==> config.mk <==
export PLATFORM = sky130hd
export DESIGN_NAME = ieregs_top
export DESIGN_NICKNAME = d
export VERILOG_FILES = /design/src/ieregs_pkg.sv /design/src/ieregs_gate.sv /design/src/ieregs_top.sv
export VERILOG_INCLUDE_DIRS = /design/src
export SDC_FILE = /design/constraint.sdc
export NUM_CORES = 1
export LEC_CHECK = 0
export ABC_AREA = 1
export BUFFER_PORTS_ARGS = -buffer_cell sky130_fd_sc_hd__buf_2
export CORE_MARGIN = 4
export CORE_UTILIZATION = 34
export CTS_CLUSTER_DIAMETER = 120
export DETAILED_ROUTE_END_ITERATION = 8
export MAX_ROUTING_LAYER = met4
export PLACE_DENSITY_LB_ADDON = 0.05
export RECOVER_POWER = 25
export SYNTH_ARGS = -nofsm -noshare
export SYNTH_HDL_FRONTEND = slang
export SYNTH_HIERARCHICAL = 1
export SYNTH_SLANG_ARGS = --single-unit
==> constraint.sdc <==
create_clock -name core_clk -period 1.2 [get_ports core_clk]
set_input_delay 0.06 -clock core_clk [delete_from_list [all_inputs] [get_ports core_clk]]
set_output_delay 0.06 -clock core_clk [all_outputs]
set_load 0.01 [all_outputs]
==> src/ieregs_consts.svh <==
// Constants for the interrupt enable register pair
`ifndef IEREGS_CONSTS_SVH
`define IEREGS_CONSTS_SVH
// Register byte addresses (chosen)
`define IEREGS_ADDR_GRP3 12'h000
`define IEREGS_ADDR_GRP5 12'h004
`define IEREGS_ADDR_SRC 12'h008
`define IEREGS_ADDR_REQ 12'h00c
// Implemented bit positions, group three
`define IEREGS_BIT_CHARGE_TIME_MEASUREMENT_UNIT 13
`define IEREGS_BIT_LVD 8
`define IEREGS_BIT_CRC 3
`define IEREGS_BIT_U2ER 2
`define IEREGS_BIT_U1ER 1
// Implemented bit position, group five
`define IEREGS_BIT_OTG 6
// Writable masks; all other bits read zero
`define IEREGS_MASK_GRP3 16'h210e
`define IEREGS_MASK_GRP5 16'h0040
// Reset value of enables
`define IEREGS_RST_VAL 16'h0000
// Bytes per register word and widest APB address
`define IEREGS_WORD_BYTES 4
`define IEREGS_APB_ADDR_MAX_W 32
// Number of gated sources
`define IEREGS_SRC_COUNT 6
`endif

==> src/ieregs_pkg.sv <==
// Types for the interrupt enable register pair
package ieregs_pkg;
  // Per-source request vector, one bit each
  typedef struct packed {
    logic otg;
    logic charge_time_measurement_unit;
    logic lvd;
    logic crc;
    logic u2er;
    logic u1er;
  } ieregs_src_s;
endpackage : ieregs_pkg

==> src/ieregs_gate.sv <==
// One enable-and-flag gate
`timescale 1ns/1ps
module ieregs_gate (
  // Inputs
  input wire logic flag,
  input wire logic enable,
  // Output
  output logic req
);
  // Request only when flag and enable both high
  assign req = flag & enable;
endmodule : ieregs_gate

==> src/ieregs_top.sv <==
// Interrupt enable registers three and five with APB access
//
// Contract
// - Register three holds enables for the charge-time unit at bit 13 and low-voltage detect at bit 8.
// - Register three holds enables for the checksum generator at bit 3 and serial errors at bits 2 and 1.
// - Register five holds the on-the-go module enable at bit 6.
// - A stored one allows its source request and a stored zero blocks it.
// - Unimplemented bits read zero and ignore writes.
// - All enable bits are zero after reset.
`timescale 1ns/1ps
`include "ieregs_consts.svh"
module ieregs_top #(
  parameter int ADDR_W = 12
) (
  // Clock and reset
  input wire logic core_clk,
  input wire logic sys_rst,
  // APB slave
  input wire logic psel,
  input wire logic penable,
  input wire logic pwrite,
  input wire logic [ADDR_W-1:0] paddr,
  input wire logic [31:0] pwdata,
  input wire logic [3:0] pstrb,
  output logic [31:0] prdata,
  output logic pready,
  output logic pslverr,
  // Source flags and gated requests
  input wire ieregs_pkg::ieregs_src_s src_flag,
  output ieregs_pkg::ieregs_src_s src_req
);
  // Narrowest address that still tells the four words apart
  localparam int MIN_ADDR_W = $clog2(`IEREGS_ADDR_REQ + `IEREGS_WORD_BYTES);
  // Number of gated sources, taken from the carrier struct
  localparam int SRC_N = $bits(ieregs_pkg::ieregs_src_s);

  // Refuse an address width the decode cannot serve
  if (ADDR_W < MIN_ADDR_W) begin : g_chk_addr_min
    $error("ADDR_W too narrow for the register words");
  end
  if (ADDR_W > `IEREGS_APB_ADDR_MAX_W) begin : g_chk_addr_max
    $error("ADDR_W wider than an APB address");
  end
  // Refuse a source struct that no longer matches the gates
  if (SRC_N != `IEREGS_SRC_COUNT) begin : g_chk_src_n
    $error("source struct does not hold six sources");
  end
  // Refuse masks that disagree with the bit positions
  if (`IEREGS_MASK_GRP3 != ((16'h0001 << `IEREGS_BIT_CHARGE_TIME_MEASUREMENT_UNIT) | (16'h0001 << `IEREGS_BIT_LVD) |
                            (16'h0001 << `IEREGS_BIT_CRC) | (16'h0001 << `IEREGS_BIT_U2ER) |
                            (16'h0001 << `IEREGS_BIT_U1ER))) begin : g_chk_mask3
    $error("group three mask disagrees with its bit positions");
  end
  if (`IEREGS_MASK_GRP5 != (16'h0001 << `IEREGS_BIT_OTG)) begin : g_chk_mask5
    $error("group five mask disagrees with its bit position");
  end

  // Stored enables, one word per group
  logic [15:0] irq_enable_group_three;
  logic [15:0] irq_enable_group_five;
  // Enables in source order
  ieregs_pkg::ieregs_src_s en_vec;
  // Bus decode and read path
  logic wr_acc;
  logic rd_acc;
  logic addr_ok;
  logic [15:0] wmask;
  logic [15:0] wval;
  logic [31:0] next_prdata;

  // Access decode; single-cycle access phase
  assign pready = 1'b1;
  assign wr_acc = psel & penable & pwrite;
  assign rd_acc = psel & penable & ~pwrite;
  assign addr_ok = (paddr[ADDR_W-1:0] == ADDR_W'(`IEREGS_ADDR_GRP3)) ||
                   (paddr[ADDR_W-1:0] == ADDR_W'(`IEREGS_ADDR_GRP5)) ||
                   (paddr[ADDR_W-1:0] == ADDR_W'(`IEREGS_ADDR_SRC)) ||
                   (paddr[ADDR_W-1:0] == ADDR_W'(`IEREGS_ADDR_REQ));
  assign pslverr = psel & penable & ~addr_ok;

  // Byte strobes on low 16 bits
  assign wmask = {{8{pstrb[1]}}, {8{pstrb[0]}}};
  assign wval = pwdata[15:0];

  // Enable register three
  always_ff @(posedge core_clk) begin
    if (sys_rst) begin
      irq_enable_group_three <= `IEREGS_RST_VAL;
    end else if (wr_acc && paddr == ADDR_W'(`IEREGS_ADDR_GRP3)) begin
      irq_enable_group_three <= ((irq_enable_group_three & ~wmask) | (wval & wmask))
                                & `IEREGS_MASK_GRP3;
    end
  end

  // Enable register five
  always_ff @(posedge core_clk) begin
    if (sys_rst) begin
      irq_enable_group_five <= `IEREGS_RST_VAL;
    end else if (wr_acc && paddr == ADDR_W'(`IEREGS_ADDR_GRP5)) begin
      irq_enable_group_five <= ((irq_enable_group_five & ~wmask) | (wval & wmask))
                               & `IEREGS_MASK_GRP5;
    end
  end

  // Enables gathered per source
  assign en_vec.charge_time_measurement_unit = irq_enable_group_three[`IEREGS_BIT_CHARGE_TIME_MEASUREMENT_UNIT];
  assign en_vec.lvd = irq_enable_group_three[`IEREGS_BIT_LVD];
  assign en_vec.crc = irq_enable_group_three[`IEREGS_BIT_CRC];
  assign en_vec.u2er = irq_enable_group_three[`IEREGS_BIT_U2ER];
  assign en_vec.u1er = irq_enable_group_three[`IEREGS_BIT_U1ER];
  assign en_vec.otg = irq_enable_group_five[`IEREGS_BIT_OTG];

  // Gate each source
  for (genvar i = 0; i < SRC_N; i++) begin : g_gate
    ieregs_gate u_gate (
      .flag(src_flag[i]),
      .enable(en_vec[i]),
      .req(src_req[i])
    );
  end

  // Read mux
  always_comb begin
    next_prdata = 32'h0000_0000;
    if (paddr == ADDR_W'(`IEREGS_ADDR_GRP3)) begin
      next_prdata = {16'h0000, irq_enable_group_three};
    end else if (paddr == ADDR_W'(`IEREGS_ADDR_GRP5)) begin
      next_prdata = {16'h0000, irq_enable_group_five};
    end else if (paddr == ADDR_W'(`IEREGS_ADDR_SRC)) begin
      next_prdata = {26'h0000000, src_flag};
    end else if (paddr == ADDR_W'(`IEREGS_ADDR_REQ)) begin
      next_prdata = {26'h0000000, src_req};
    end
  end

  // Read data registered during setup phase
  always_ff @(posedge core_clk) begin
    if (sys_rst) begin
      prdata <= 32'h0000_0000;
    end else if (psel && !penable && !pwrite) begin
      prdata <= next_prdata;
    end
  end

  // Checks
  // Unimplemented group three bits stay clear
  property p_unimpl3;
    @(posedge core_clk) disable iff (sys_rst)
    (irq_enable_group_three & ~`IEREGS_MASK_GRP3) == 16'h0000;
  endproperty
  a_unimpl3: assert property (p_unimpl3) else $error("group three unimplemented bit set");

  // Unimplemented group five bits stay clear
  property p_unimpl5;
    @(posedge core_clk) disable iff (sys_rst)
    (irq_enable_group_five & ~`IEREGS_MASK_GRP5) == 16'h0000;
  endproperty
  a_unimpl5: assert property (p_unimpl5) else $error("group five unimplemented bit set");

  // Reset leaves every enable clear
  property p_reset_zero;
    @(posedge core_clk)
    sys_rst |=> (irq_enable_group_three == 16'h0000 && irq_enable_group_five == 16'h0000);
  endproperty
  a_reset_zero: assert property (p_reset_zero) else $error("enables not cleared by reset");

  // Charge-time enable follows the high byte lane
  property p_charge_time_measurement_unit_wr;
    @(posedge core_clk) disable iff (sys_rst)
    (wr_acc && paddr == ADDR_W'(`IEREGS_ADDR_GRP3) && pstrb[1])
      |=> irq_enable_group_three[`IEREGS_BIT_CHARGE_TIME_MEASUREMENT_UNIT] == $past(pwdata[`IEREGS_BIT_CHARGE_TIME_MEASUREMENT_UNIT]);
  endproperty
  a_charge_time_measurement_unit_wr: assert property (p_charge_time_measurement_unit_wr) else $error("charge-time enable write lost");

  // Low group three enables follow the low byte lane
  property p_crc_wr;
    @(posedge core_clk) disable iff (sys_rst)
    (wr_acc && paddr == ADDR_W'(`IEREGS_ADDR_GRP3) && pstrb[0])
      |=> irq_enable_group_three[`IEREGS_BIT_CRC:`IEREGS_BIT_U1ER] == $past(pwdata[`IEREGS_BIT_CRC:`IEREGS_BIT_U1ER]);
  endproperty
  a_crc_wr: assert property (p_crc_wr) else $error("group three low enable write lost");

  // On-the-go enable follows the low byte lane
  property p_otg_wr;
    @(posedge core_clk) disable iff (sys_rst)
    (wr_acc && paddr == ADDR_W'(`IEREGS_ADDR_GRP5) && pstrb[0])
      |=> irq_enable_group_five[`IEREGS_BIT_OTG] == $past(pwdata[`IEREGS_BIT_OTG]);
  endproperty
  a_otg_wr: assert property (p_otg_wr) else $error("otg enable write lost");

  // Clear on-the-go enable blocks its request
  property p_block;
    @(posedge core_clk) disable iff (sys_rst)
    !irq_enable_group_five[`IEREGS_BIT_OTG] |-> !src_req.otg;
  endproperty
  a_block: assert property (p_block) else $error("disabled otg request passed");

  // Every request is flag and enable
  property p_and;
    @(posedge core_clk) disable iff (sys_rst)
    src_req == (src_flag & en_vec);
  endproperty
  a_and: assert property (p_and) else $error("request not flag and enable");

  // Enables change only on a write
  property p_hold;
    @(posedge core_clk) disable iff (sys_rst)
    !wr_acc |=> $stable(irq_enable_group_three) && $stable(irq_enable_group_five);
  endproperty
  a_hold: assert property (p_hold) else $error("enable changed without write");

  // Low-voltage enable follows the high byte lane
  property p_lvd_wr;
    @(posedge core_clk) disable iff (sys_rst)
    (wr_acc && paddr == ADDR_W'(`IEREGS_ADDR_GRP3) && pstrb[1])
      |=> irq_enable_group_three[`IEREGS_BIT_LVD] == $past(pwdata[`IEREGS_BIT_LVD]);
  endproperty
  a_lvd_wr: assert property (p_lvd_wr) else $error("low-voltage enable write lost");

  // High lane kept when its strobe is low
  property p_keep_hi;
    @(posedge core_clk) disable iff (sys_rst)
    (wr_acc && paddr == ADDR_W'(`IEREGS_ADDR_GRP3) && !pstrb[1])
      |=> $stable(irq_enable_group_three[`IEREGS_BIT_CHARGE_TIME_MEASUREMENT_UNIT:`IEREGS_BIT_LVD]);
  endproperty
  a_keep_hi: assert property (p_keep_hi) else $error("group three high lane changed without strobe");

  // Low lane kept when its strobe is low
  property p_keep_lo;
    @(posedge core_clk) disable iff (sys_rst)
    (wr_acc && paddr == ADDR_W'(`IEREGS_ADDR_GRP3) && !pstrb[0])
      |=> $stable(irq_enable_group_three[`IEREGS_BIT_CRC:`IEREGS_BIT_U1ER]);
  endproperty
  a_keep_lo: assert property (p_keep_lo) else $error("group three low lane changed without strobe");

  // Writes elsewhere leave both groups alone
  property p_other_keep;
    @(posedge core_clk) disable iff (sys_rst)
    (wr_acc && paddr != ADDR_W'(`IEREGS_ADDR_GRP3) && paddr != ADDR_W'(`IEREGS_ADDR_GRP5))
      |=> $stable(irq_enable_group_three) && $stable(irq_enable_group_five);
  endproperty
  a_other_keep: assert property (p_other_keep) else $error("enable changed by a foreign write");

  // Error only in the access phase of a foreign address
  property p_err_access;
    @(posedge core_clk) disable iff (sys_rst)
    pslverr |-> (psel && penable && !addr_ok);
  endproperty
  a_err_access: assert property (p_err_access) else $error("error outside a refused access");

  // Upper read half always zero
  property p_rd_upper;
    @(posedge core_clk) disable iff (sys_rst)
    rd_acc |-> prdata[31:16] == 16'h0000;
  endproperty
  a_rd_upper: assert property (p_rd_upper) else $error("upper read half not zero");

  // Group three read returns the stored word
  property p_rd_grp3;
    @(posedge core_clk) disable iff (sys_rst)
    (rd_acc && paddr == ADDR_W'(`IEREGS_ADDR_GRP3))
      |-> prdata == {16'h0000, irq_enable_group_three};
  endproperty
  a_rd_grp3: assert property (p_rd_grp3) else $error("group three read data wrong");

  // Group five read returns the stored word
  property p_rd_grp5;
    @(posedge core_clk) disable iff (sys_rst)
    (rd_acc && paddr == ADDR_W'(`IEREGS_ADDR_GRP5))
      |-> prdata == {16'h0000, irq_enable_group_five};
  endproperty
  a_rd_grp5: assert property (p_rd_grp5) else $error("group five read data wrong");

  // Reset blocks every request
  property p_reset_req;
    @(posedge core_clk)
    sys_rst |=> src_req == '0;
  endproperty
  a_reset_req: assert property (p_reset_req) else $error("request passed after reset");

  // A clear enable blocks its own source
  property p_block_charge_time_measurement_unit;
    @(posedge core_clk) disable iff (sys_rst)
    !irq_enable_group_three[`IEREGS_BIT_CHARGE_TIME_MEASUREMENT_UNIT] |-> !src_req.charge_time_measurement_unit;
  endproperty
  a_block_charge_time_measurement_unit: assert property (p_block_charge_time_measurement_unit) else $error("disabled charge-time request passed");
  property p_block_lvd;
    @(posedge core_clk) disable iff (sys_rst)
    !irq_enable_group_three[`IEREGS_BIT_LVD] |-> !src_req.lvd;
  endproperty
  a_block_lvd: assert property (p_block_lvd) else $error("disabled low-voltage request passed");
  property p_block_crc;
    @(posedge core_clk) disable iff (sys_rst)
    !irq_enable_group_three[`IEREGS_BIT_CRC] |-> !src_req.crc;
  endproperty
  a_block_crc: assert property (p_block_crc) else $error("disabled checksum request passed");
  property p_block_u2er;
    @(posedge core_clk) disable iff (sys_rst)
    !irq_enable_group_three[`IEREGS_BIT_U2ER] |-> !src_req.u2er;
  endproperty
  a_block_u2er: assert property (p_block_u2er) else $error("disabled serial two request passed");
  property p_block_u1er;
    @(posedge core_clk) disable iff (sys_rst)
    !irq_enable_group_three[`IEREGS_BIT_U1ER] |-> !src_req.u1er;
  endproperty
  a_block_u1er: assert property (p_block_u1er) else $error("disabled serial one request passed");

  // Main scenarios
  c_wr3: cover property (@(posedge core_clk) wr_acc && paddr == ADDR_W'(`IEREGS_ADDR_GRP3));
  c_wr5: cover property (@(posedge core_clk) wr_acc && paddr == ADDR_W'(`IEREGS_ADDR_GRP5));
  c_req: cover property (@(posedge core_clk) src_req.charge_time_measurement_unit);
  c_err: cover property (@(posedge core_clk) pslverr);
  c_strobe: cover property (@(posedge core_clk) wr_acc && pstrb != 4'hf);
endmodule : ieregs_top

==> impl_metrics.toml <==
[synth]
yosysWarnings = 6
netlist_instances = 172
synthAdderAreaFrac_pct = 0
synth.area.top_cells = "dfxtp_1, buf_4, nand2_1"
ys_ff_latch = 15
synth_top_family_by_area = "simple AND/OR/NAND/NOR gates"
muxShareOfSynthArea_pct = 0
ys_types = 23
syn_area_sq_um = 1090
synth_xor_area_share_pct = 0
seq_area_frac_synth_pct = 27.55
synth_compound_area_share_pct = 6.774
synth-simple-area-share_pct = 38.35
synth.top_cell.area_share_pct = 27.55
syn_area_per_cell_sq_um = 6.336
synth_area_leader_cell = "dfxtp_1"

[route]
drt-initial-drc-count = 19
dr_total_vias = 1096
avgViaCountPerCell = 4.015
post_drt_wl_per_cell_um = 10.02
drt_pass1_iterations = 4
wirelength_um = 2736
drc_errors = 0
final_antenna_net_count = 0

[clock_network]
numCtsBuffers = 3
cts_buffer_depth = 2
cts_htree_levels = 1
clk_pin_slew_worst_paths_ns = 0.10
clk_latency_ns = 0.28
root_buffer = "clkbuf_4"
cts_num_sinks = 15
cts_tree = "done"
post-cts-setup-buffers = 0

[grt]
grt_max_degree = 25
grt_pass1_wl_um = 4312
first_global_vias = 1018
grtUsageTotal_pct = 13.52
antenna_found_initial = 0
overflow = 0

[worst_setup_path]
crit_top_cell = "buf_2"
slowest_stage = "buf_12"
critPathMaxFanout = 24
crit_chain = "buf_2 -> nor2_1 -> nand2_1 -> nor2_4 -> buf_12 -> o21ai_0 -> and3_1 -> buf_2"
criticalPathCategory = "primary input to primary output"
worstPathRequired_ns = 1.14
cp-end-kind = "primary output"
worst-endpoint-arrival_ns = 1.03
cp-start-kind = "primary input"
slowest_delay_ns = 0.16

[layout]
drive_gt1_share_pct = 26.64
final_area_sq_um = 1391
layout.nets = 289
fillers = 362
fin_cells = 273
area_growth_pct = 27.67
seq_area_sq_um = 300.3
multi_input_comb_area_sq_um = 581.8
n_antenna_cell = 0

[die]
start_util_pct = 35.70
die_h_um = 64.62
ios = 99
rows = 20
die_w_um = 64.62
core_sq_um = 3053
dieArea_sq_um = 4175

[sta]
fin_setup_tns_ns = 0
rsz0062_at_grt = "false"
slew_viol_final = 0
setup_viol = 0
fin_skew_ns = 0.002064
max_freq_ghz = 0.9165
min_period_ns = 1.091
fin_ws_ns = 0.1089
final_hold_viol_count = 0
min_period_over_period_pct = 90.93

[power]
peakVddDrop_mv = 0.4191
cellLeakagePower_nw = 0.7680
power.density_nw_per_um2 = 718.8

[place]
io_buffers = 46
placed_cell_area_sq_um = 1311
place_congestion = 0.8232
hpwlAfterDp_um = 2217
place_ws_ns = 0.07553
dp.cells = 263

[worst_hold_path]
min_path_type = "primary input to register"

[job]
drv_cap = 0

[run_status]
status = "finished clean"
-- power breakdown --
| part | internal [mW] | leakage (nW) | switching, mW |
|---|---|---|---|
| Combinational | 0.0753 | 0.629 | 0.114 |
| Clock | 0.124 | 0.0177 | 0.179 |
| Sequential | 0.505 | 0.121 | 0.00335 |
| Total | 0.704 | 0.768 | 0.296 |
-- worst paths after layout --
path / end / cells past startpoint / slack, ns / start
hold reg to reg: prdata[5] / 2 / 0.47 / prdata[5]
setup / recovery: pslverr / 8 / 0.11 / paddr[11]
setup reg to reg: prdata[0] / 6 / 0.34 / register
hold / removal: register / 3 / 0.02 / pwdata[6]
-- what timing repair did --
| item | CTS | global route |
|---|---|---|
| setup endpoints to repair | 0 | 1 |
| hold buffers | 6 | 0 |
| resized for setup | 0 | 1 |
| endpoints found under the hold margin | 9 | 0 |
-- logic make-up (layout without fill, tap and decap cells) --
kind of cell / count (synthesis) / count (layout)
other cells: 2 / 24
compound gates: 14 / 14
flops: 15 / 15
buf+inv: 49 / 84
simple gates: 92 / 92
-- worst max-delay path, delay by kind of cell --
family	cells	cell delay, ns
simple gates	4	0.47
compound gates	1	0.10
buf+inv	3	0.40
-- routing by layer --
metal | share of wire [%] | vias to the layer above | GRT usage (%)
met2 | 50 | 35 | 25.00
met1 | 42 | 456 | 13.64
li1 | - | 601 | -
met5 | 0 | - | -
met4 | 1.3 | 0 | 3.166
met3 | 6.0 | 4 | 4.679
-- area by class of cell --
cell class / count / share of cell area, %
clock buffer: 3 / 1.619
clock inverter: 1 / 0.3597
inverter: 21 / 5.935
multi-input combinational: 130 / 41.82
sequential: 15 / 21.58
tap: 44 / 3.957
timing repair buffer: 59 / 24.73
-- synthesized netlist by cell type, drive strengths merged --
library cell and instances:
conb 2, nand3 19, dfxtp 15, inv 21
o21ai 7, a21oi 7, nor3 3, nand2 39
clkbuf 1, buf 27, nor2 28, nand4 2
and3 1
-- per-stage QoR --
step	hold WS [ns]	total power, mW	utilization (%)
floorplan	0.1291	0.6645	-
global placement	0.2803	0.6917	42.95
detailed placement	0.2871	0.6939	42.95
CTS	0.01034	1.020	45.82
global route	0.01996	1.072	45.57
finish	0.01928	1.000	45.57
-- cell usage in the layout (no fill, tap or decap), types with 2 or more instances in the layout --
cell type	count
nand3_1	18
buf_4	5
dfxtp_1	15
inv_1	18
buf_2	40
clkbuf_4	3
nor3_1	2
o21ai_0	6
a21oi_1	6
conb_1	24
clkbuf_1	7
nor2_2	3
nor2_1	24
inv_2	2
nand2_1	39
dlygate4sd3_1	6
(Power assumes the default switching activity.)
